**src/include/seq_pkg.sv**
```systemverilog
// Shared constants, types and state codes for the buck sequencer.
package seq_pkg;

    // Clock rate in kHz, period 5 ns.
    localparam int unsigned CLK_KHZ          = 200000;
    // Detection time in microseconds and derived cycle count.
    localparam int unsigned DETECT_TIME_US   = 800;
    localparam int unsigned DETECT_CYCLES    = DETECT_TIME_US * (CLK_KHZ / 1000);
    // Idle interval in milliseconds and derived cycle count.
    localparam int unsigned IDLE_TIME_MS     = 6;
    localparam int unsigned IDLE_CYCLES      = IDLE_TIME_MS * CLK_KHZ;
    // Violations that trigger idle mode.
    localparam int unsigned VIOLATION_LIMIT  = 32;
    // Soft start length in cycles; no figure is given for it.
    localparam int unsigned SOFT_START_CYCLES = 4000;

    // Gain selection codes from the detect converter.
    localparam logic [1:0] CODE_47K  = 2'h0;
    localparam logic [1:0] CODE_22K  = 2'h1;
    localparam logic [1:0] CODE_OPEN = 2'h2;
    localparam logic [1:0] CODE_100K = 2'h3;
    // Gain value in V/V per code.
    localparam logic [4:0] GAIN_3    = 5'h03;
    localparam logic [4:0] GAIN_6    = 5'h06;
    localparam logic [4:0] GAIN_12   = 5'h0C;
    localparam logic [4:0] GAIN_24   = 5'h18;
    // Reset value of the latched code.
    localparam logic [1:0] CODE_RESET = 2'h0;

    // Sequencer states.
    typedef enum logic [2:0] {
        ST_DETECT    = 3'b000,
        ST_SOFTSTART = 3'b001,
        ST_RUN       = 3'b010,
        ST_IDLE      = 3'b011,
        ST_POWERDOWN = 3'b100,
        ST_THERMAL   = 3'b101
    } seq_state_t;

    // Analog comparator indications after synchronisation.
    typedef struct packed {
        logic over_temp;
        logic below_release;
        logic current_limit;
        logic comp_fault;
    } analog_flags_t;

    // Drive commands to the gate driver stage.
    typedef struct packed {
        logic switching_en;
        logic high_side_drive;
        logic low_side_drive;
        logic detect_ref_en;
        logic soft_start_en;
    } drive_cmd_t;

endpackage

```
**src/core/buck_sequencer.sv**
```systemverilog
// Startup, thermal and hiccup sequencing for the buck controller.
`timescale 1ns/100ps
import seq_pkg::*;

module buck_sequencer import seq_pkg::*; #(
    parameter int unsigned DETECT_CNT = DETECT_CYCLES,
    parameter int unsigned IDLE_CNT   = IDLE_CYCLES,
    parameter int unsigned SS_CNT     = SOFT_START_CYCLES,
    parameter int unsigned VIOL_MAX   = VIOLATION_LIMIT
) (
    // Clock and reset.
    input  wire logic       clock_in,
    input  wire logic       nrst_in,
    // Analog comparator inputs, asynchronous.
    input  wire logic       over_temp_in,
    input  wire logic       temp_below_release_in,
    input  wire logic       current_limit_in,
    input  wire logic       comp_fault_in,
    // Resistor detect converter.
    input  wire logic [1:0] detect_code_in,
    input  wire logic       detect_valid_in,
    // Drive and status outputs.
    output drive_cmd_t      drive_out,
    output logic [1:0]      gain_code_out,
    output logic [4:0]      sense_gain_out,
    output logic            thermal_shutdown_out,
    output logic            detect_done_out,
    output logic            powered_down_out
);

    localparam int unsigned CW = 32;

    analog_flags_t flags_s;
    logic [3:0]    flags_raw;
    logic [3:0]    flags_vec;
    logic [2:0]    code_s;
    logic          viol_pulse;

    seq_state_t    state_r;
    seq_state_t    state_nxt;
    logic [CW-1:0] timer_r;
    logic [CW-1:0] timer_nxt;
    logic [5:0]    viol_r;
    logic [5:0]    viol_nxt;
    logic          restart_r;
    logic          restart_nxt;
    logic          retry_r;
    logic          retry_nxt;
    logic          valid_seen_r;
    logic          valid_seen_nxt;
    logic [1:0]    code_r;
    logic [1:0]    code_nxt;
    logic [4:0]    gain_r;
    logic [4:0]    gain_nxt;
    drive_cmd_t    drive_r;
    drive_cmd_t    drive_nxt;

    // Comparator levels cross into the clock domain.
    assign flags_raw = {over_temp_in, temp_below_release_in, current_limit_in, comp_fault_in};

    sync_2ff #(.WIDTH(4)) u_sync_flags (
        .clock_in (clock_in),
        .nrst_in  (nrst_in),
        .async_in (flags_raw),
        .sync_out (flags_vec)
    );

    // Detect code and its valid strobe also come from the analog side.
    sync_2ff #(.WIDTH(3)) u_sync_code (
        .clock_in (clock_in),
        .nrst_in  (nrst_in),
        .async_in ({detect_valid_in, detect_code_in}),
        .sync_out (code_s)
    );

    assign flags_s = analog_flags_t'(flags_vec);

    edge_rise u_viol_edge (
        .clock_in  (clock_in),
        .nrst_in   (nrst_in),
        .level_in  (flags_s.current_limit),
        .pulse_out (viol_pulse)
    );

    // Gain lookup from the two-bit code.
    function automatic logic [4:0] gain_of(input logic [1:0] code);
        logic [4:0] g;
        g = GAIN_3;
        case (code)
            CODE_47K:  g = GAIN_3;
            CODE_22K:  g = GAIN_6;
            CODE_OPEN: g = GAIN_12;
            default:   g = GAIN_24;
        endcase
        return g;
    endfunction

    // Sequencer next state, timers and counters.
    always_comb
    begin
        state_nxt   = state_r;
        timer_nxt   = timer_r;
        viol_nxt    = viol_r;
        restart_nxt = restart_r;
        retry_nxt   = retry_r;
        code_nxt    = code_r;
        gain_nxt    = gain_r;
        // Valid must stand on two edges so that skewed code bits have settled.
        valid_seen_nxt = code_s[2];
        if (flags_s.over_temp && state_r != ST_THERMAL && state_r != ST_DETECT)
        begin
            state_nxt = ST_THERMAL;
            timer_nxt = '0;
        end
        else
        begin
            case (state_r)
                ST_DETECT:
                begin
                    // Detection window count.
                    // A code taken on the first valid edge could hold a bit caught mid-change.
                    if (timer_r >= CW'(DETECT_CNT - 1) && code_s[2] && valid_seen_r)
                    begin
                        code_nxt  = code_s[1:0];
                        gain_nxt  = gain_of(code_s[1:0]);
                        state_nxt = ST_SOFTSTART;
                        timer_nxt = '0;
                    end
                    else if (timer_r < CW'(DETECT_CNT - 1))
                        timer_nxt = timer_r + 1'b1;
                end
                ST_SOFTSTART:
                begin
                    if (restart_r && flags_s.comp_fault)
                    begin
                        state_nxt = ST_IDLE;
                        retry_nxt = 1'b1;
                        viol_nxt  = '0;
                        timer_nxt = '0;
                    end
                    else if (timer_r >= CW'(SS_CNT - 1))
                    begin
                        state_nxt   = ST_RUN;
                        restart_nxt = 1'b0;
                        retry_nxt   = 1'b0;
                        timer_nxt   = '0;
                    end
                    else
                        timer_nxt = timer_r + 1'b1;
                end
                ST_RUN:
                begin
                    if (viol_pulse)
                    begin
                        if (viol_r >= 6'(VIOL_MAX - 1))
                        begin
                            state_nxt = ST_IDLE;
                            viol_nxt  = '0;
                            timer_nxt = '0;
                        end
                        else
                            viol_nxt = viol_r + 1'b1;
                    end
                end
                ST_IDLE:
                begin
                    if (timer_r >= CW'(IDLE_CNT - 1))
                    begin
                        timer_nxt = '0;
                        if (retry_r)
                            state_nxt = ST_POWERDOWN;
                        else
                        begin
                            state_nxt   = ST_SOFTSTART;
                            restart_nxt = 1'b1;
                        end
                    end
                    else
                        timer_nxt = timer_r + 1'b1;
                end
                ST_POWERDOWN:
                begin
                    // Power-down one idle period, then retry the ramp.
                    if (timer_r >= CW'(IDLE_CNT - 1))
                    begin
                        timer_nxt   = '0;
                        retry_nxt   = 1'b0;
                        restart_nxt = 1'b1;
                        state_nxt   = ST_SOFTSTART;
                    end
                    else
                        timer_nxt = timer_r + 1'b1;
                end
                ST_THERMAL:
                begin
                    if (flags_s.below_release && !flags_s.over_temp)
                    begin
                        state_nxt   = ST_SOFTSTART;
                        restart_nxt = 1'b0;
                        retry_nxt   = 1'b0;
                        viol_nxt    = '0;
                        timer_nxt   = '0;
                    end
                end
                default:
                begin
                    state_nxt = ST_DETECT;
                    timer_nxt = '0;
                end
            endcase
        end
    end

    // Drive commands from the next state, so outputs are registered.
    always_comb
    begin
        drive_nxt = '0;
        case (state_nxt)
            ST_DETECT:
                drive_nxt.detect_ref_en = 1'b1;
            ST_SOFTSTART:
            begin
                drive_nxt.switching_en    = 1'b1;
                drive_nxt.soft_start_en   = 1'b1;
                drive_nxt.high_side_drive = 1'b1;
                drive_nxt.low_side_drive  = 1'b1;
            end
            ST_RUN:
            begin
                drive_nxt.switching_en    = 1'b1;
                drive_nxt.high_side_drive = 1'b1;
                drive_nxt.low_side_drive  = 1'b1;
            end
            default:
                drive_nxt = '0;
        endcase
    end

    // State registers.
    always_ff @(posedge clock_in or negedge nrst_in)
    begin
        if (!nrst_in)
        begin
            state_r   <= ST_DETECT;
            timer_r   <= '0;
            viol_r    <= '0;
            restart_r <= 1'b0;
            retry_r   <= 1'b0;
            valid_seen_r <= 1'b0;
            code_r    <= CODE_RESET;
            gain_r    <= GAIN_3;
            drive_r   <= '{detect_ref_en: 1'b1, default: 1'b0};
        end
        else
        begin
            state_r   <= state_nxt;
            timer_r   <= timer_nxt;
            viol_r    <= viol_nxt;
            restart_r <= restart_nxt;
            retry_r   <= retry_nxt;
            valid_seen_r <= valid_seen_nxt;
            code_r    <= code_nxt;
            gain_r    <= gain_nxt;
            drive_r   <= drive_nxt;
        end
    end

    // Outputs.
    assign drive_out            = drive_r;
    assign gain_code_out        = code_r;
    assign sense_gain_out       = gain_r;
    assign thermal_shutdown_out = (state_r == ST_THERMAL);
    assign detect_done_out      = (state_r != ST_DETECT);
    assign powered_down_out     = (state_r == ST_POWERDOWN);

endmodule

```
**src/core/edge_rise.sv**
```systemverilog
// Rising edge detector that turns a level into a one-cycle pulse.
`timescale 1ns/100ps
module edge_rise (
    // Clock and reset.
    input  wire logic clock_in,
    input  wire logic nrst_in,
    // Level in, pulse out.
    input  wire logic level_in,
    output logic      pulse_out
);

    logic prev_r;
    logic prev_nxt;

    // Remembers last cycle's level.
    always_comb
    begin
        prev_nxt = level_in;
    end

    always_ff @(posedge clock_in or negedge nrst_in)
    begin
        if (!nrst_in)
            prev_r <= 1'b0;
        else
            prev_r <= prev_nxt;
    end

    // Pulse when the level goes high.
    assign pulse_out = level_in & ~prev_r;

endmodule

```
**src/core/sync_2ff.sv**
```systemverilog
// Two flip-flop synchroniser for a group of asynchronous levels.
`timescale 1ns/100ps
module sync_2ff #(
    parameter int unsigned WIDTH = 4
) (
    // Clock and reset.
    input  wire logic             clock_in,
    input  wire logic             nrst_in,
    // Level crossing.
    input  wire logic [WIDTH-1:0] async_in,
    output logic      [WIDTH-1:0] sync_out
);

    logic [WIDTH-1:0] meta_r;
    logic [WIDTH-1:0] meta_nxt;
    logic [WIDTH-1:0] sync_r;
    logic [WIDTH-1:0] sync_nxt;

    // The first stage feeds only the second stage.
    always_comb
    begin
        meta_nxt = async_in;
        sync_nxt = meta_r;
    end

    // Both stages clear to zero under reset.
    always_ff @(posedge clock_in or negedge nrst_in)
    begin
        if (!nrst_in)
        begin
            meta_r <= '0;
            sync_r <= '0;
        end
        else
        begin
            meta_r <= meta_nxt;
            sync_r <= sync_nxt;
        end
    end

    assign sync_out = sync_r;

endmodule

```
**config.mk**
```make
export PLATFORM = sky130hd
export DESIGN_NAME = buck_sequencer
export DESIGN_NICKNAME = d
export VERILOG_FILES = /design/src/include/seq_pkg.sv /design/src/core/buck_sequencer.sv /design/src/core/edge_rise.sv /design/src/core/sync_2ff.sv
export SDC_FILE = /design/constraint.sdc
export NUM_CORES = 1
export LEC_CHECK = 0
export BUFFER_PORTS_ARGS = -buffer_cell sky130_fd_sc_hd__buf_2
export CAP_MARGIN = 20
export CELL_PAD_IN_SITES_DETAIL_PLACEMENT = 0
export CELL_PAD_IN_SITES_GLOBAL_PLACEMENT = 2
export CORE_AREA = 3 3 101 103
export CTS_CLUSTER_SIZE = 20
export DETAILED_ROUTE_END_ITERATION = 8
export DIE_AREA = 0 0 104 106
export PLACE_DENSITY_LB_ADDON = 0.05
export REMOVE_ABC_BUFFERS = 1
export SLEW_MARGIN = 20
export SYNTH_ARGS = -nofsm -noshare
export SYNTH_HDL_FRONTEND = slang
export SYNTH_SLANG_ARGS = --single-unit
```
**constraint.sdc**
```tcl
create_clock -name clock_in -period 3.05 [get_ports clock_in]
set_clock_uncertainty 0.2 [all_clocks]
set_input_delay 0.61 -clock clock_in [delete_from_list [all_inputs] [get_ports clock_in]]
set_output_delay 0.61 -clock clock_in [all_outputs]
set_load 0.02 [all_outputs]
```
==> results of run 1 <==
[cell type report]
type	instances	area share, %
Clock inverter	6	2.13
Inverter	10	0.899
Sequential cell	69	41.4
Clock buffer	9	2.97
Timing Repair Buffer	46	7.49
Tap cell	129	3.87
Multi-Input combinational cell	261	41.2
[routing by layer]
metal / vias up / share of wire [%]
met3: 12 / 3.4
met1: 1427 / 48
li1: 1393 / -
met5: - / 0
met2: 42 / 47
met4: 0 / 1.3
[timing repair]
item / 4_1_cts / 5_1_grt
resized for setup: 1 / 4
setup buffers: 0 / 0
setup endpoints to repair: 8 / 16
[state kept, by name, summed over array words and instances, names as in the netlist, 2 cells and up]
name,count
drive_out,3
gain_code_out,2
sense_gain_out,5
state_r,3
timer_r,32
u_sync_code.meta_r,3
u_sync_code.sync_out,3
u_sync_flags.meta_r,4
u_sync_flags.sync_out,4
viol_r,6
[worst min-delay path by stage]
stage	to	slack (ns)	start	cells after the start
2_1_floorplan	drive_out[0]	0.11	nrst_in	0
3_3_place_gp	u_sync_flags.sync_out[2]	0.13	u_sync_flags.meta_r[2]	0
3_5_place_dp	u_sync_flags.sync_out[2]	0.14	u_sync_flags.meta_r[2]	0
4_1_cts	u_sync_flags.sync_out[2]	0.10	nrst_in	1
5_1_grt	viol_r[5]	0.13	nrst_in	1
6_report	viol_r[2]	0.10	nrst_in	1
[power breakdown]
part           total (mW)  internal, mW  switching, mW
sequential          0.932         0.925        0.00700
combinational      0.0320       0.00915         0.0228
clock               0.820         0.455          0.365
[through the flow]
| step | total power, mW | cells | cell area [sq um] |
|---|---|---|---|
| global route | 1.86 | 530 | 4180 |
| detailed placement | 0.985 | 515 | 3950 |
| floorplan | 0.953 | 340 | 3470 |
| finish | 1.78 | 530 | 4180 |
| CTS | 1.82 | 530 | 4160 |
| global placement | 0.984 | 515 | 3950 |
[synthesized netlist by cell type (4+ instances only)]
library cell	count
mux2_2	8
clkbuf_1	6
nor4_1	10
a21oi_1	12
o21ai_1	5
a211oi_1	6
or3_1	9
buf_4	4
buf_6	6
xor2_1	8
ha_1	6
nand2_1	31
buf_2	5
o21ai_0	10
nor2_1	31
inv_1	10
o21a_1	12
nand4_1	9
nand3_1	17
nand2b_1	7
o211ai_1	9
nor3_1	12
dfrtp_1	66
nor2b_1	5
and3_1	6
[layout by cell type (no fill, tap or decap), drive strengths merged, types with 9 or more instances in the layout]
master / n
dfrtp: 66
or3: 10
a21oi: 12
nor3: 13
clkbuf: 9
nand4: 11
nor4: 12
nand2: 32
o21ai: 15
nand3: 17
inv: 10
o211ai: 12
o21a: 12
buf: 46
nor2: 32
[kinds of logic after synthesis]
kind of cell	after synthesis	share of synthesized area (%)
mux	9	2.77
flops	69	47.9
fa+ha+maj	6	2.08
compound gates	80	16.1
xor+xnor	8	1.94
buf+inv	31	5.05
simple gates	158	24.2
==> reports/metrics.cfg, run 1 <==
[run_status]
outcome = complete, no violations

[setup_path]
r2r_setup_slack_ns = 0.12
endpoint_kind = register
cp.depth = 9
worstPathRequired_ns = 3.12
path_delay_family = simple AND/OR/NAND/NOR gates
cp_slowest_stage_delay_ns = 0.50
worstSetupStartpoint = timer_r[0]
worstReg2RegStart = timer_r[0]
cp_slowest_cell = or4_1
cp-start-kind = register
crit_type = reg2reg
crit_fanout = 7
critical_path_buf_inv_count = 1
reg2reg_depth = 9
cp-endpoint = timer_r[19]
worstPathArrival_ns = 3.00
crit_top_cell = and4_4
timing.critical_path.cells = ha_1 > and4_4 > and4_4 > o31ai_2 > a221o_2 > nand2_2 > buf_4 > or4_1 > o211ai_1
r2r_end = timer_r[19]

[grt]
grt_use_met2_pct = 26.6
met1_usage_pct = 22.4
overflow = 0
grt_pass1_wl_mm = 15.0
top_usage_layer = met2
use_met3_pct = 4.61
grt_pass1_vias = 2925
antenna_found_initial = 0
grt_max_degree = 42
track_usage_pct = 16.8

[timing]
slew_viol_final = 0
tightest_slew_ns = 0.689
fin_crit_ns = 2.93
fin_tns_setup_ns = 0
maxSlewHeadroom_pct = 54.1
max_freq_mhz = 341
holdWs_ns = 0.101
hold_violations = 0
rsz0062_at_grt = true
min_period_over_period_pct = 96.2
setup_viol = 0
fin_ws_ns = 0.117

[clock_tree]
clkTransAtPathRegs_ns = 0.08
cts_buffers = 9
cts_buffer_depth = 2
cts.htree.levels = 3
cts_tree = done
clk_latency_ns = 0.35
cts.hold.buffers_added = 0
cts.sinks = 69
ctsRootBufferMaster = clkbuf_8

[worst_hold_path]
hp-class = in2async

[finish]
regArea_sq_mm = 0.00173
n_fill_cell = 957
layout-drive-gt1-share_pct = 23.9
finalCoreUtilization_pct = 45.0
syn2layout_area_growth_pct = 15.5
multi_input_area_sq_mm = 0.00172
num_antenna_cells = 0
nNetsFinal = 412

[floorplanning]
start_util_pct = 38.9
die_area_sq_mm = 0.0110
io_pins = 24
chipHeight_microns = 106
coreArea_sq_mm = 0.00928
rows = 35
die_x_microns = 104

[placed_design]
port_buffers = 23
place_congestion = 0.794
post-place-ws_ns = -0.0183
place_hpwl_mm = 5.98

[yosys]
synthCells = 361
post_synth_num_cell_types = 61
seq_area_frac_synth_pct = 47.9
ys_top_cells_by_area = dfrtp_1, nand2_1, nor2_1, mux2_2, o21a_1
synth_warnings = 0
yosys_register_bits = 69
netlist_area_sq_mm = 0.00362
synth_edf_count = 0
postSynthAreaPerCell_sq_um = 10.0
synth_area_leader_cell = dfrtp_1
synth_ff_type = dfrtp_1
synth_top_area_share_pct = 45.7
synthArstFlopShare_pct = 100

[detailed_routing]
drc = 0
first_pass_iters = 5
drt_iter0_drc = 118
via_count = 2874
drtAntennaViolNets = 0
wire_per_inst_microns = 16.0
via_per_inst = 5.42
detail_route.wirelength_mm = 8.50

[pwr]
p_per_area_mw_per_mm2 = 427
max-vdd-ir-drop_mv = 0.225
leakage_nw = 1.82

[run]
drv_cap = 0

(Power assumes the default switching activity.)
==> run 2: changes to the inputs <==
- ABC_AREA: default -> 1
- CORE_AREA: 3 3 101 103 -> 3 3 107 109
- DIE_AREA: 0 0 104 106 -> 0 0 110 112
- SETUP_SLACK_MARGIN: default -> 0.3
==> run 2 against run 1 <==
Compared with the run above: register-to-register slack better by 0.61 ns; sequential cell count unchanged; cell area up 0.78%; die area up 12%; critical path depth up 4; area after synthesis up 4.5%; wire length up 3.3%; combinational power about the same; clock-buffer cell count up 4; cell count up 25%; global-route usage down 0.92 points; highest routed layer unchanged.
==> reports/metrics.cfg, run 2 <==
[floorplanning]
coreArea_sq_mm = 0.0107  ; +15%
io_pins = 24  ; unchanged
chipHeight_microns = 112  ; +5.7%
die_x_microns = 110  ; +5.8%
rows = 38  ; +8.6%
die_area_sq_mm = 0.0123  ; +12%
start_util_pct = 35.3  ; -3.6 points

[clock_tree]
post_cts_buffers = 0  ; unchanged
ctsRootBufferMaster = clkbuf_8
cts.htree.levels = 3  ; unchanged
cts.sinks = 69  ; unchanged
cts.hold.buffers_added = 0  ; unchanged
cts_buffer_depth = 2  ; unchanged
ctsResizeCount = 0  ; -1
clkTransAtPathRegs_ns = 0.08  ; about the same
cts_tree = done
clk_latency_ns = 0.36  ; about the same
cts_buffers = 9  ; unchanged

[pwr]
leakage_nw = 2.23  ; +22%
p_clk_share_pct = 41.2  ; -4.8 points
switching_power_mw = 0.383  ; -2.9%
p_comb_share_pct = 2.0  ; +0.2 points
p_int_mw = 1.25  ; -9.9%
finalPower_mw = 1.63  ; -8.4%
p_seq_share_pct = 56.9  ; +4.7 points
swShare_pct = 23.4  ; +1.3 points
max-vdd-ir-drop_mv = 0.165  ; -27%
p_per_area_mw_per_mm2 = 389  ; -9.1%

[detailed_routing]
detail_route.wirelength_mm = 8.78  ; +3.3%
drtAntennaViolNets = 0  ; unchanged
via_count = 3024  ; +5.2%
wire_per_inst_microns = 13.3  ; -17%
drt_iter0_drc = 187  ; +58%
drc = 0  ; unchanged
first_pass_iters = 4  ; -1
via_per_inst = 4.57  ; -16%

[finish]
nNetsFinal = 532  ; +29%
syn2layout_area_growth_pct = 11.4
finalCoreUtilization_pct = 39.3  ; -5.6 points
layout-drive-gt1-share_pct = 14.9  ; -9.0 points
most-common-layout-cells = nand2_1, nor2_1, dfrtp_1
largest_reg_flops = 32  ; unchanged
mostFrequentLayoutCell = nand2_1
final_cells = 662  ; +25%
top_register = timer_r
num_antenna_cells = 0  ; unchanged

[setup_path]
crit_type = reg2reg
crit_fanout = 17  ; +10
path_delay_family = simple AND/OR/NAND/NOR gates
worstPathArrival_ns = 2.37  ; -0.63 ns
worstReg2RegStart = timer_r[0]
reg2reg_depth = 13  ; +4
timing.critical_path.cells = ha_1 > nand2_2 > inv_2 > nand2_2 > nor2_4 > nand3_1 > nand3_2 > nand3_2 > nand2_4 > inv_2 > buf_12 > nand3_1 > nand2_1
r2r_setup_slack_ns = 0.72  ; +0.61 ns
endpoint_kind = register
cp_slowest_stage_delay_ns = 0.47  ; -0.03 ns
worstSetupStartpoint = timer_r[0]
cp_slowest_cell = dfrtp_1
r2r_end = timer_r[16]
critical_path_buf_inv_count = 3  ; +2
worstPathRequired_ns = 3.09  ; -0.03 ns
cp-start-kind = register

[worst_hold_path]
hp-class = in2async

[placed_design]
dp.cells = 646  ; +25%
place_congestion = 0.810  ; +2.0%
port_buffers = 23  ; unchanged
place_hpwl_mm = 6.42  ; +7.3%

[timing]
tightest_slew_ns = 0.567  ; -0.123 ns
min_period_over_period_pct = 76.3  ; -20 points
hold_violations = 0  ; unchanged
rsz0062_at_grt = false
fin_crit_ns = 2.33  ; -0.608 ns
max_freq_mhz = 430  ; +26%
setup_viol = 0  ; unchanged
slew_viol_final = 0  ; unchanged
maxSlewHeadroom_pct = 62.2  ; +8.2 points
fin_tns_setup_ns = 0  ; unchanged

[yosys]
postSynthAreaPerCell_sq_um = 7.71  ; -23%
synth_ff_type = dfrtp_1
synthArstFlopShare_pct = 100  ; unchanged
synthCells = 490  ; +36%
synth_edf_count = 0  ; unchanged
synthTopCellsByCount = nand2_1, nor2_1, dfrtp_1, inv_1, nand3_1
synth_area_leader_cell = dfrtp_1
yosys_register_bits = 69  ; unchanged
post_synth_num_cell_types = 36  ; -41%
ys_top_cells_by_area = dfrtp_1, nand2_1, nor2_1, nand3_1, inv_1
netlist_area_sq_mm = 0.00378  ; +4.5%
yosysMostFrequentCell = nand2_1
synth_warnings = 0  ; unchanged
seq_area_frac_synth_pct = 45.8  ; -2.0 points
synth_top_area_share_pct = 43.7  ; -2.0 points

[grt]
antenna_found_initial = 0  ; unchanged
grt_pass1_vias = 3139  ; +7.3%
grt_max_degree = 29  ; -31%
grt_pass1_wl_mm = 15.2  ; +1.4%
overflow = 0  ; unchanged
track_usage_pct = 15.9  ; -0.92 points

[run_status]
outcome = complete, no violations

[run]
drv_cap = 0  ; unchanged

run 2: per-layer routing:
layer	global-route usage, %	vias up	wire (microns)
met5	0	-	0
met2	25.2	38	4190
li1	-	1581	-
met4	4.57	0	112
met1	21.1	1396	4150
met3	4.41	9	330
run 2: area by class of cell:
cell class	count	area [sq um]
tap	140	175
fill	1171	6490
multi-input combinational	343	1710
inverter	64	240
clock buffer	13	149
clock inverter	3	21.3
timing repair buffer	30	180
sequential	69	1730
run 2: how the worst max path moves through the flow:
stage,endpoint,slack (ns),cells after the start
2_1_floorplan,timer_r[13],0.78,11
3_3_place_gp,timer_r[19],0.75,13
3_5_place_dp,timer_r[17],0.72,13
4_1_cts,timer_r[16],0.69,13
5_1_grt,timer_r[17],0.52,13
6_report,timer_r[16],0.72,13
run 2: worst reg2reg max path, stage by stage (launching register included):
cell and delay [ns]:
dfrtp_1 0.47, ha_1 0.23, nand2_2 0.08, inv_2 0.07
nand2_2 0.06, nor2_4 0.20, nand3_1 0.13, nand3_2 0.11
nand3_2 0.12, nand2_4 0.09, inv_2 0.12, buf_12 0.21
nand3_1 0.10, nand2_1 0.05
run 2: power by group through the flow:
stage / combinational [mW] / clock, mW / sequential (mW)
after floorplan: 0.00650 / 0 / 0.946
after CTS: 0.0348 / 0.702 / 0.930
after detailed placement: 0.0345 / 0 / 0.947
final: 0.0322 / 0.673 / 0.930
after global routing: 0.0393 / 0.743 / 0.931
after global placement: 0.0339 / 0 / 0.947
run 2: cells by family (layout without fill, tap and decap cells):
family | after synthesis | count (layout) | synth area share [%]
AOI/OAI and AO/OA | 30 | 30 | 4.80
xor gates and xnor gates | 12 | 12 | 2.78
adders and majority gates | 6 | 6 | 1.99
buffers and inverters | 78 | 110 | 8.88
DFF | 69 | 69 | 45.8
and+or+nand+nor | 295 | 295 | 35.7
run 2: stage by stage:
step | worst slack [ns] | hold WS (ns) | instance area [sq um]
global placement | 0.751 | 0.133 | 4040
CTS | 0.694 | 0.0557 | 4210
finish | 0.724 | 0.0414 | 4210
global route | 0.515 | 0.0791 | 4210
detailed placement | 0.716 | 0.139 | 4040
floorplan | 0.783 | 0.114 | 3680
